## config.mk

```make
export PLATFORM = sky130hd
export DESIGN_NAME = cce_top
export DESIGN_NICKNAME = d
export VERILOG_FILES = /design/src/hdl/cce_pkg.sv /design/src/hdl/cce_res_if.sv /design/src/hdl/cce_top.sv /design/src/hdl/cce_alu.sv
export SDC_FILE = /design/constraint.sdc
export NUM_CORES = 1
export LEC_CHECK = 0
export ABC_AREA = 1
export BUFFER_PORTS_ARGS = -buffer_cell sky130_fd_sc_hd__buf_2
export CORE_MARGIN = 4
export CORE_UTILIZATION = 60
export CTS_CLUSTER_SIZE = 14
export DETAILED_ROUTE_END_ITERATION = 8
export PLACE_DENSITY = 0.86
export SKIP_LAST_GASP = 1
export SYNTH_ARGS = -nofsm -noshare
export SYNTH_HDL_FRONTEND = slang
export SYNTH_SLANG_ARGS = --single-unit
```

## constraint.sdc

```tcl
create_clock -name core_clk_in -period 8.9 [get_ports core_clk_in]
set_clock_uncertainty 0.15 [all_clocks]
set_input_delay 1.335 -clock core_clk_in [delete_from_list [all_inputs] [get_ports core_clk_in]]
set_output_delay 1.335 -clock core_clk_in [all_outputs]
set_load 0.02 [all_outputs]
```

## src/hdl/cce_pkg.sv

```systemverilog
`default_nettype none
package cce_pkg;
    localparam logic [7:0] OP_COM_R    = 8'h60;
    localparam logic [7:0] OP_COM_PTR  = 8'h61;
    localparam logic [7:0] OP_CMP_RR   = 8'ha2;
    localparam logic [7:0] OP_CMP_RPTR = 8'ha3;
    localparam logic [7:0] OP_CMP_GR   = 8'ha4;
    localparam logic [7:0] OP_CMP_GPTR = 8'ha5;
    localparam logic [7:0] OP_CMP_LIT  = 8'ha6;
    localparam logic [7:0] OP_ESS      = 8'hc2;
    localparam logic [7:0] FLAGS_ADDR = 8'hd5;
    // flag bit positions within the flags register
    localparam int FL_C = 7;
    localparam int FL_Z = 6;
    localparam int FL_S = 5;
    localparam int FL_V = 4;
    localparam int SIGN_BIT = 7;
    localparam logic [4:0] CYC_COM   = 5'h04;
    localparam logic [4:0] CYC_CMP_S = 5'h04;
    localparam logic [4:0] CYC_CMP_L = 5'h06;
    localparam logic [4:0] CYC_ESS_T = 5'h12;
    localparam logic [4:0] CYC_ESS_N = 5'h10;
    localparam logic [1:0] LEN_COM   = 2'h2;
    localparam logic [1:0] LEN_CMP_S = 2'h2;
    localparam logic [1:0] LEN_3     = 2'h3;
    typedef enum logic [2:0] {
        CCE_IDLE = 3'h1,
        CCE_BUSY = 3'h2,
        CCE_DONE = 3'h4
    } cce_state_t;
endpackage
`default_nettype wire

```

## src/hdl/cce_res_if.sv

```systemverilog
`timescale 1ns/100ps
`default_nettype none
// result bundle between the alu slice and the sequencer
interface cce_res_if;
    logic [7:0] result;
    logic [7:0] flags;
    logic       equal;
    logic       wr_dst;
    modport alu (output result, output flags, output equal, output wr_dst);
    modport seq (input result, input flags, input equal, input wr_dst);
endinterface
`default_nettype wire

```

## src/hdl/cce_top.sv

```systemverilog
`timescale 1ns/100ps
`default_nettype none
module cce_top (
    input  wire logic       core_clk_in,
    input  wire logic       arst_n_in,
    input  wire logic       start_in,
    input  wire logic [7:0] opcode_in,
    input  wire logic [7:0] dst_in,
    input  wire logic [7:0] src_in,
    input  wire logic [7:0] ptr_in,
    input  wire logic [7:0] jump_offset_in,
    input  wire logic [7:0] flags_in,
    input  wire logic [15:0] next_pc_in,
    output logic            busy_out,
    output logic            done_out,
    output logic            illegal_out,
    output logic [7:0]      dst_data_out,
    output logic            dst_we_out,
    output logic [7:0]      ptr_data_out,
    output logic            ptr_we_out,
    output logic [7:0]      flags_data_out,
    output logic [7:0]      flags_addr_out,
    output logic            flags_we_out,
    output logic [15:0]     pc_out,
    output logic            pc_load_out,
    output logic [1:0]      instr_len_out
);
    cce_res_if res ();
    cce_pkg::cce_state_t state_r, state_nxt;
    logic [4:0]  cnt_r, cnt_nxt;
    logic [7:0]  op_r, op_nxt, dst_r, dst_nxt, src_r, src_nxt;
    logic [7:0]  ptr_r, ptr_nxt, off_r, off_nxt, fl_r, fl_nxt;
    logic [15:0] npc_r, npc_nxt;
    logic [7:0]  dd_r, dd_nxt, pd_r, pd_nxt, fd_r, fd_nxt;
    logic [15:0] pc_r, pc_nxt;
    logic        dwe_r, dwe_nxt, pwe_r, pwe_nxt, fwe_r, fwe_nxt;
    logic        pcl_r, pcl_nxt, ill_r, ill_nxt;
    logic [1:0]  len_r, len_nxt;
    logic        known, is_com, is_ess, is_cmp_l;
    logic [4:0]  cycles;

    cce_alu u_alu (
        .opcode_in (op_r),
        .dst_in    (dst_r),
        .src_in    (src_r),
        .flags_in  (fl_r),
        .res       (res)
    );

    // decode of accepted encodings; anything else is flagged illegal
    always_comb begin
        is_com = (opcode_in == cce_pkg::OP_COM_R) ||
                 (opcode_in == cce_pkg::OP_COM_PTR);
        is_ess = (opcode_in == cce_pkg::OP_ESS);
        is_cmp_l = (opcode_in == cce_pkg::OP_CMP_RPTR) ||
                   (opcode_in == cce_pkg::OP_CMP_GR) ||
                   (opcode_in == cce_pkg::OP_CMP_GPTR) ||
                   (opcode_in == cce_pkg::OP_CMP_LIT);
        known = is_com || is_ess || is_cmp_l ||
                (opcode_in == cce_pkg::OP_CMP_RR);
        if (is_com) begin
            len_nxt = cce_pkg::LEN_COM;
        end else if (opcode_in == cce_pkg::OP_CMP_RR ||
                     opcode_in == cce_pkg::OP_CMP_RPTR) begin
            len_nxt = cce_pkg::LEN_CMP_S;
        end else begin
            len_nxt = cce_pkg::LEN_3;
        end
        if (!(start_in && state_r == cce_pkg::CCE_IDLE && known)) begin
            len_nxt = len_r;
        end
    end

    // cycle budget of the running instruction, branch outcome included
    always_comb begin
        if (op_r == cce_pkg::OP_COM_R || op_r == cce_pkg::OP_COM_PTR) begin
            cycles = cce_pkg::CYC_COM;
        end else if (op_r == cce_pkg::OP_CMP_RR) begin
            cycles = cce_pkg::CYC_CMP_S;
        end else if (op_r == cce_pkg::OP_ESS) begin
            cycles = res.equal ? cce_pkg::CYC_ESS_T
                               : cce_pkg::CYC_ESS_N;
        end else begin
            cycles = cce_pkg::CYC_CMP_L;
        end
    end

    // sequencer: captures operands, counts cycles, commits on last one
    always_comb begin
        state_nxt = state_r;
        cnt_nxt = cnt_r;
        op_nxt = op_r;
        dst_nxt = dst_r;
        src_nxt = src_r;
        ptr_nxt = ptr_r;
        off_nxt = off_r;
        fl_nxt = fl_r;
        npc_nxt = npc_r;
        dd_nxt = dd_r;
        pd_nxt = pd_r;
        fd_nxt = fd_r;
        pc_nxt = pc_r;
        dwe_nxt = 1'b0;
        pwe_nxt = 1'b0;
        fwe_nxt = 1'b0;
        pcl_nxt = 1'b0;
        ill_nxt = 1'b0;
        case (state_r)
            cce_pkg::CCE_IDLE: begin
                if (start_in && known) begin
                    state_nxt = cce_pkg::CCE_BUSY;
                    cnt_nxt = 5'h01;
                    op_nxt = opcode_in;
                    dst_nxt = dst_in;
                    src_nxt = src_in;
                    ptr_nxt = ptr_in;
                    off_nxt = jump_offset_in;
                    fl_nxt = flags_in;
                    npc_nxt = next_pc_in;
                end else if (start_in) begin
                    ill_nxt = 1'b1;
                end
            end
            cce_pkg::CCE_BUSY: begin
                cnt_nxt = cnt_r + 5'h01;
                // commit one cycle early so done lands on the last cycle
                if (cnt_r == cycles - 5'h01) begin
                    state_nxt = cce_pkg::CCE_DONE;
                    if (op_r == cce_pkg::OP_ESS) begin
                        // pointer advances taken or not
                        pd_nxt = ptr_r + 8'h01;
                        pwe_nxt = 1'b1;
                        if (res.equal) begin
                            // sign-extended offset from next address
                            pc_nxt = npc_r +
                                {{8{off_r[7]}}, off_r};
                            pcl_nxt = 1'b1;
                        end
                        // flags untouched
                    end else begin
                        fd_nxt = res.flags;
                        fwe_nxt = 1'b1;
                        dd_nxt = res.result;
                        dwe_nxt = res.wr_dst;
                    end
                end
            end
            cce_pkg::CCE_DONE: begin
                state_nxt = cce_pkg::CCE_IDLE;
            end
            default: begin
                state_nxt = cce_pkg::CCE_IDLE;
            end
        endcase
    end

    // registers of the sequencer
    always_ff @(posedge core_clk_in or negedge arst_n_in) begin
        if (!arst_n_in) begin
            state_r <= cce_pkg::CCE_IDLE;
            cnt_r <= 5'h00;
            op_r <= 8'h00;
            dst_r <= 8'h00;
            src_r <= 8'h00;
            ptr_r <= 8'h00;
            off_r <= 8'h00;
            fl_r <= 8'h00;
            npc_r <= 16'h0000;
            dd_r <= 8'h00;
            pd_r <= 8'h00;
            fd_r <= 8'h00;
            pc_r <= 16'h0000;
            dwe_r <= 1'b0;
            pwe_r <= 1'b0;
            fwe_r <= 1'b0;
            pcl_r <= 1'b0;
            ill_r <= 1'b0;
            len_r <= 2'h0;
        end else begin
            state_r <= state_nxt;
            cnt_r <= cnt_nxt;
            op_r <= op_nxt;
            dst_r <= dst_nxt;
            src_r <= src_nxt;
            ptr_r <= ptr_nxt;
            off_r <= off_nxt;
            fl_r <= fl_nxt;
            npc_r <= npc_nxt;
            dd_r <= dd_nxt;
            pd_r <= pd_nxt;
            fd_r <= fd_nxt;
            pc_r <= pc_nxt;
            dwe_r <= dwe_nxt;
            pwe_r <= pwe_nxt;
            fwe_r <= fwe_nxt;
            pcl_r <= pcl_nxt;
            ill_r <= ill_nxt;
            len_r <= len_nxt;
        end
    end

    // outputs from flops or decodes of state_r; the flags address is a constant
    assign busy_out = (state_r != cce_pkg::CCE_IDLE);
    assign done_out = (state_r == cce_pkg::CCE_DONE);
    assign illegal_out = ill_r;
    assign dst_data_out = dd_r;
    assign dst_we_out = dwe_r;
    assign ptr_data_out = pd_r;
    assign ptr_we_out = pwe_r;
    assign flags_data_out = fd_r;
    assign flags_addr_out = cce_pkg::FLAGS_ADDR;
    assign flags_we_out = fwe_r;
    assign pc_out = pc_r;
    assign pc_load_out = pcl_r;
    assign instr_len_out = len_r;

    // invert writes complement of captured destination
    property p_com_inv;
        @(posedge core_clk_in) disable iff (!arst_n_in)
        (dst_we_out) |-> (dst_data_out == ~dst_r);
    endproperty
    a_com_inv: assert property (p_com_inv)
        else $error("bad invert");

    property p_com_flags;
        @(posedge core_clk_in) disable iff (!arst_n_in)
        (dst_we_out) |-> (!flags_data_out[cce_pkg::FL_V] &&
            flags_data_out[cce_pkg::FL_Z] == (dst_data_out == 8'h00) &&
            flags_data_out[cce_pkg::FL_S] ==
                dst_data_out[cce_pkg::SIGN_BIT] &&
            flags_data_out[cce_pkg::FL_C] == fl_r[cce_pkg::FL_C]);
    endproperty
    a_com_flags: assert property (p_com_flags)
        else $error("bad invert flags");

    property p_cmp_nowrite;
        @(posedge core_clk_in) disable iff (!arst_n_in)
        (flags_we_out && op_r[7:4] == cce_pkg::OP_CMP_RR[7:4]) |->
        !dst_we_out;
    endproperty
    a_cmp_nowrite: assert property (p_cmp_nowrite)
        else $error("compare wrote destination");

    property p_cmp_carry;
        @(posedge core_clk_in) disable iff (!arst_n_in)
        (flags_we_out && op_r[7:4] == cce_pkg::OP_CMP_RR[7:4]) |->
        (flags_data_out[cce_pkg::FL_C] == (src_r > dst_r));
    endproperty
    a_cmp_carry: assert property (p_cmp_carry)
        else $error("bad carry");

    property p_cmp_zero;
        @(posedge core_clk_in) disable iff (!arst_n_in)
        (flags_we_out && op_r[7:4] == cce_pkg::OP_CMP_RR[7:4]) |->
        (flags_data_out[cce_pkg::FL_Z] == (src_r == dst_r));
    endproperty
    a_cmp_zero: assert property (p_cmp_zero)
        else $error("bad zero");

    // done stands in cycle n, so it is sampled n edges after the start edge
    property p_cmp_six;
        @(posedge core_clk_in) disable iff (!arst_n_in)
        (start_in && !busy_out && opcode_in == cce_pkg::OP_CMP_LIT) |->
        ##6 done_out;
    endproperty
    a_cmp_six: assert property (p_cmp_six)
        else $error("compare not six cycles");

    property p_ess_ptr;
        @(posedge core_clk_in) disable iff (!arst_n_in)
        (ptr_we_out) |-> (ptr_data_out == ptr_r + 8'h01 && !flags_we_out);
    endproperty
    a_ess_ptr: assert property (p_ess_ptr)
        else $error("bad pointer");

    property p_ess_taken;
        @(posedge core_clk_in) disable iff (!arst_n_in)
        (start_in && !busy_out && opcode_in == cce_pkg::OP_ESS &&
         src_in == dst_in) |-> ##18 (done_out && pc_load_out);
    endproperty
    a_ess_taken: assert property (p_ess_taken)
        else $error("taken branch not 18 cycles");

    property p_ess_not;
        @(posedge core_clk_in) disable iff (!arst_n_in)
        (start_in && !busy_out && opcode_in == cce_pkg::OP_ESS &&
         src_in != dst_in) |-> ##16 (done_out && !pc_load_out);
    endproperty
    a_ess_not: assert property (p_ess_not)
        else $error("untaken branch not 16 cycles");
endmodule
`default_nettype wire

```

## src/hdl/cce_alu.sv

```systemverilog
`timescale 1ns/100ps
`default_nettype none
module cce_alu (
    input  wire logic [7:0] opcode_in,
    input  wire logic [7:0] dst_in,
    input  wire logic [7:0] src_in,
    input  wire logic [7:0] flags_in,
    cce_res_if.alu          res
);
    logic [8:0] diff;
    logic [7:0] inv;
    // combinational operation slice
    always_comb begin
        diff = {1'b0, dst_in} - {1'b0, src_in};
        inv = ~dst_in;
        res.flags = flags_in;
        res.result = dst_in;
        res.wr_dst = 1'b0;
        res.equal = (diff[7:0] == 8'h00);
        if (opcode_in == cce_pkg::OP_COM_R ||
            opcode_in == cce_pkg::OP_COM_PTR) begin
            res.result = inv;
            res.wr_dst = 1'b1;
            res.flags[cce_pkg::FL_Z] = (inv == 8'h00);
            res.flags[cce_pkg::FL_S] = inv[cce_pkg::SIGN_BIT];
            res.flags[cce_pkg::FL_V] = 1'b0;
        end else if (opcode_in == cce_pkg::OP_CMP_RR ||
                     opcode_in == cce_pkg::OP_CMP_RPTR ||
                     opcode_in == cce_pkg::OP_CMP_GR ||
                     opcode_in == cce_pkg::OP_CMP_GPTR ||
                     opcode_in == cce_pkg::OP_CMP_LIT) begin
            // flags only, destination stays as is
            res.flags[cce_pkg::FL_C] = diff[8];
            res.flags[cce_pkg::FL_Z] = (diff[7:0] == 8'h00);
            res.flags[cce_pkg::FL_S] = diff[cce_pkg::SIGN_BIT];
            res.flags[cce_pkg::FL_V] =
                (dst_in[cce_pkg::SIGN_BIT] != src_in[cce_pkg::SIGN_BIT]) &&
                (diff[cce_pkg::SIGN_BIT] != dst_in[cce_pkg::SIGN_BIT]);
        end
    end
endmodule
`default_nettype wire

```

==> impl_metrics.json <==
{
  "critPathKind": "reg -> reg",
  "met3_length_um": 931,
  "ys_types": 42,
  "slowest_stage": "nor2_2",
  "die_w_um": 110.7,
  "dr.pass1.iters": 5,
  "finalCritPeriodShare": 0.4991,
  "grt_pass1_wl_um": 25610,
  "fillers": 785,
  "setup_tns_ns": 0,
  "fin_hold_ws_ns": 0.3150,
  "drv_cap": 0,
  "cts_buffers": 17,
  "power_density_mw_per_mm2": 251.0,
  "wl_met1_um": 6721,
  "dp_hpwl_um": 10540,
  "cts_tree": "yes",
  "cts_resized": 0,
  "fin_ws_ns": 4.458,
  "cp_max_fo": 22,
  "core_mm2": 0.01032,
  "crit_buf_inv": 3,
  "clk_pin_slew_worst_paths_ns": 0.06,
  "synth_seq_area_share": 0.4706,
  "globalRoute.totalOverflow": 0,
  "synth-seq-cells": 119,
  "grt_pass1_vias": 5287,
  "start_util": 0.6133,
  "drive_gt1_frac": 0.2043,
  "timing_worst_slew_pin_value_ns": 1.036,
  "die_y_um": 110.7,
  "cts_hold_buffers": 0,
  "die_area_mm2": 0.01226,
  "clk_latency_ns": 0.52,
  "nets": 973,
  "worst_hold_path_type": "reg -> reg",
  "multiInputGateArea_mm2": 0.002954,
  "avgSynthCellArea_um2": 8.265,
  "h-tree-depth": 4,
  "io_buffer_count": 115,
  "leakage_nw": 4.357,
  "status": "finished, final reports clean",
  "postSynthCellCount": 766,
  "final_area_mm2": 0.007585,
  "routedWlPerCell_um": 14.98,
  "synth_area_mm2": 0.006331,
  "slew_violations": 0,
  "place_congestion": 0.8940,
  "seq_area_mm2": 0.002979,
  "root_buffer": "clkbuf_8",
  "num_vias": 5513,
  "rsz0062_at_grt": "false",
  "critPathLaunchType": "flop",
  "ant_nets": 0,
  "wl_um": 15380,
  "pre_cts_ws_ns": 4.649,
  "antennaDiodeCount": 0,
  "placed_cell_area_mm2": 0.006955,
  "max_freq_ghz": 0.2251,
  "cts_sinks": 119,
  "max-clock-path-buffers": 2,
  "period_minus_slack_ns": 4.442,
  "worst_ep_required_time_ns": 9.21,
  "power_w": 0.001904,
  "ys.warnings.count": 0,
  "gr-usage-all-layers": 0.2557,
  "crit_path_end_kind": "flop",
  "ir_drop_uv": 140.9,
  "area_growth_pct": 19.80,
  "report.final.hold_viol_count": 0,
  "drt_iter0_drc": 400,
  "slew-limit-headroom": 0.3085,
  "drc": 0,
  "cp_cell_sequence": "inv_1 -> ha_1 -> fa_1 -> inv_1 -> nand3_1 -> nand2_1 -> nand2_1 -> nand2_1 -> nand3_2 -> nor2_2 -> nand3_4 -> nand2_4 -> nand2_4 -> ha_1 -> xnor2_1 -> a211oi_1 -> o21ai_0 -> a21oi_2 -> nand3_2 -> nor2_2 -> buf_4 -> nand3_1 -> nand2_1",
  "cp_common_cell": "nand2_1",
  "antenna_found_initial": 0,
  "crit_family": "simple AND/OR/NAND/NOR gates",
  "worstPathArrival_ns": 4.75,
  "met2_length_um": 7220,
  "num_io_pins": 124,
  "grt_max_degree": 83,
  "setup_violations": 0,
  "row_count": 37,
  "postCtsSetupRepairBufs": 0,
  "top_layer": "met4",
  "viasPerCell": 5.368,
  "slowest_delay_ns": 0.51
}
[power breakdown]
group          switching [W]  total, W  internal (W)
Clock               0.000271  0.000733      0.000462
Combinational       0.000308  0.000485      0.000177
Sequential         0.0000667  0.000686      0.000620
[state kept, by name (all words and copies together), names as in the netlist, 2 cells and up]
| name | count |
|---|---|
| cnt_r | 5 |
| dst_data_out | 8 |
| dst_r | 8 |
| fl_r | 8 |
| flags_data_out | 8 |
| instr_len_out | 2 |
| npc_r | 16 |
| off_r | 8 |
| op_r | 8 |
| pc_out | 16 |
| ptr_data_out | 8 |
| ptr_r | 8 |
| src_r | 8 |
| state_r | 3 |
[stage by stage]
stage               instances  utilization
floorplan                 772            -
global placement          995       0.6737
detailed placement        995       0.6737
CTS                      1027       0.7347
global route             1027       0.7347
finish                   1027       0.7347
[worst paths after layout]
path	cells past startpoint	slack (ns)	startpoint	endpoint
worst max register to register	23	4.46	dst_r[0]	dst_data_out[7]
worst max-delay path	23	4.46	dst_r[0]	dst_data_out[7]
worst min-delay path	2	0.32	pc_out[2]	pc_out[2]
min in group asynchronous	1	0.67	arst_n_in	ptr_data_out[1]
max in group asynchronous	2	6.58	arst_n_in	npc_r[2]
worst min register to register	2	0.32	pc_out[2]	pc_out[2]
[synth_stat cells, drive strengths merged]
cell	number	area share
clkinv	1	0.00059
a211oi	1	0.0012
nand3	69	0.059
o21ai	38	0.030
nor3	7	0.0073
nand2	291	0.18
o21a	1	0.0012
nand4	14	0.020
xnor2	6	0.0083
o211ai	1	0.0012
fa	2	0.0063
dfrtp	118	0.47
dfstp	1	0.0042
o31ai	4	0.0047
a31oi	2	0.0020
or2	3	0.0030
xor2	27	0.037
buf	16	0.020
mux2	1	0.0018
conb	2	0.0012
nand3b	3	0.0036
ha	26	0.051
a21o	3	0.0036
nor2	25	0.016
clkbuf	15	0.0089
nor4	1	0.0034
inv	66	0.039
a21oi	22	0.021
[cells in the final DEF, fill, tap and decap left out, types with 5 or more instances in the layout]
| master | Yosys | layout |
|---|---|---|
| clkinv_4 | 0 | 5 |
| xor2_1 | 27 | 27 |
| buf_2 | 1 | 114 |
| inv_1 | 62 | 62 |
| nor2_1 | 22 | 22 |
| clkbuf_16 | 0 | 16 |
| ha_1 | 26 | 26 |
| nand3_1 | 65 | 64 |
| nand4_1 | 11 | 11 |
| nand2_1 | 284 | 284 |
| xnor2_1 | 6 | 6 |
| a21oi_1 | 18 | 17 |
| o21ai_0 | 38 | 38 |
| nor3_1 | 6 | 6 |
| conb_1 | 2 | 8 |
| dfrtp_1 | 118 | 118 |
[worst min-delay path, stage by stage, from the launching register on]
cell and delay, ns:
dfrtp_1 0.34, nand2_1 0.05, nand2_1 0.04
[cells by family after synthesis]
kind of cell	synth area share
compound gates	0.06482
xor+xnor	0.04565
fa+ha+maj	0.05771
buf+inv	0.06897
flops	0.4706
mux	0.001779
other cells	0.001186
simple gates	0.2893
[per-layer routing]
| layer | track usage | vias up |
|---|---|---|
| met1 | 0.3436 | 2575 |
| met3 | 0.05895 | 50 |
| met5 | 0 | - |
| li1 | - | 2670 |
| met2 | 0.4013 | 218 |
| met4 | 0.1067 | 0 |
[final cells by class]
type / instances / area share
flip-flops and latches: 119 / 0.3928
clock inverters: 15 / 0.02837
clock buffers: 17 / 0.05460
inverters: 67 / 0.03316
well taps: 136 / 0.02243
multi-input cells: 555 / 0.3895
repair buffers: 118 / 0.07918
Power figures use the tool's default switching activity.
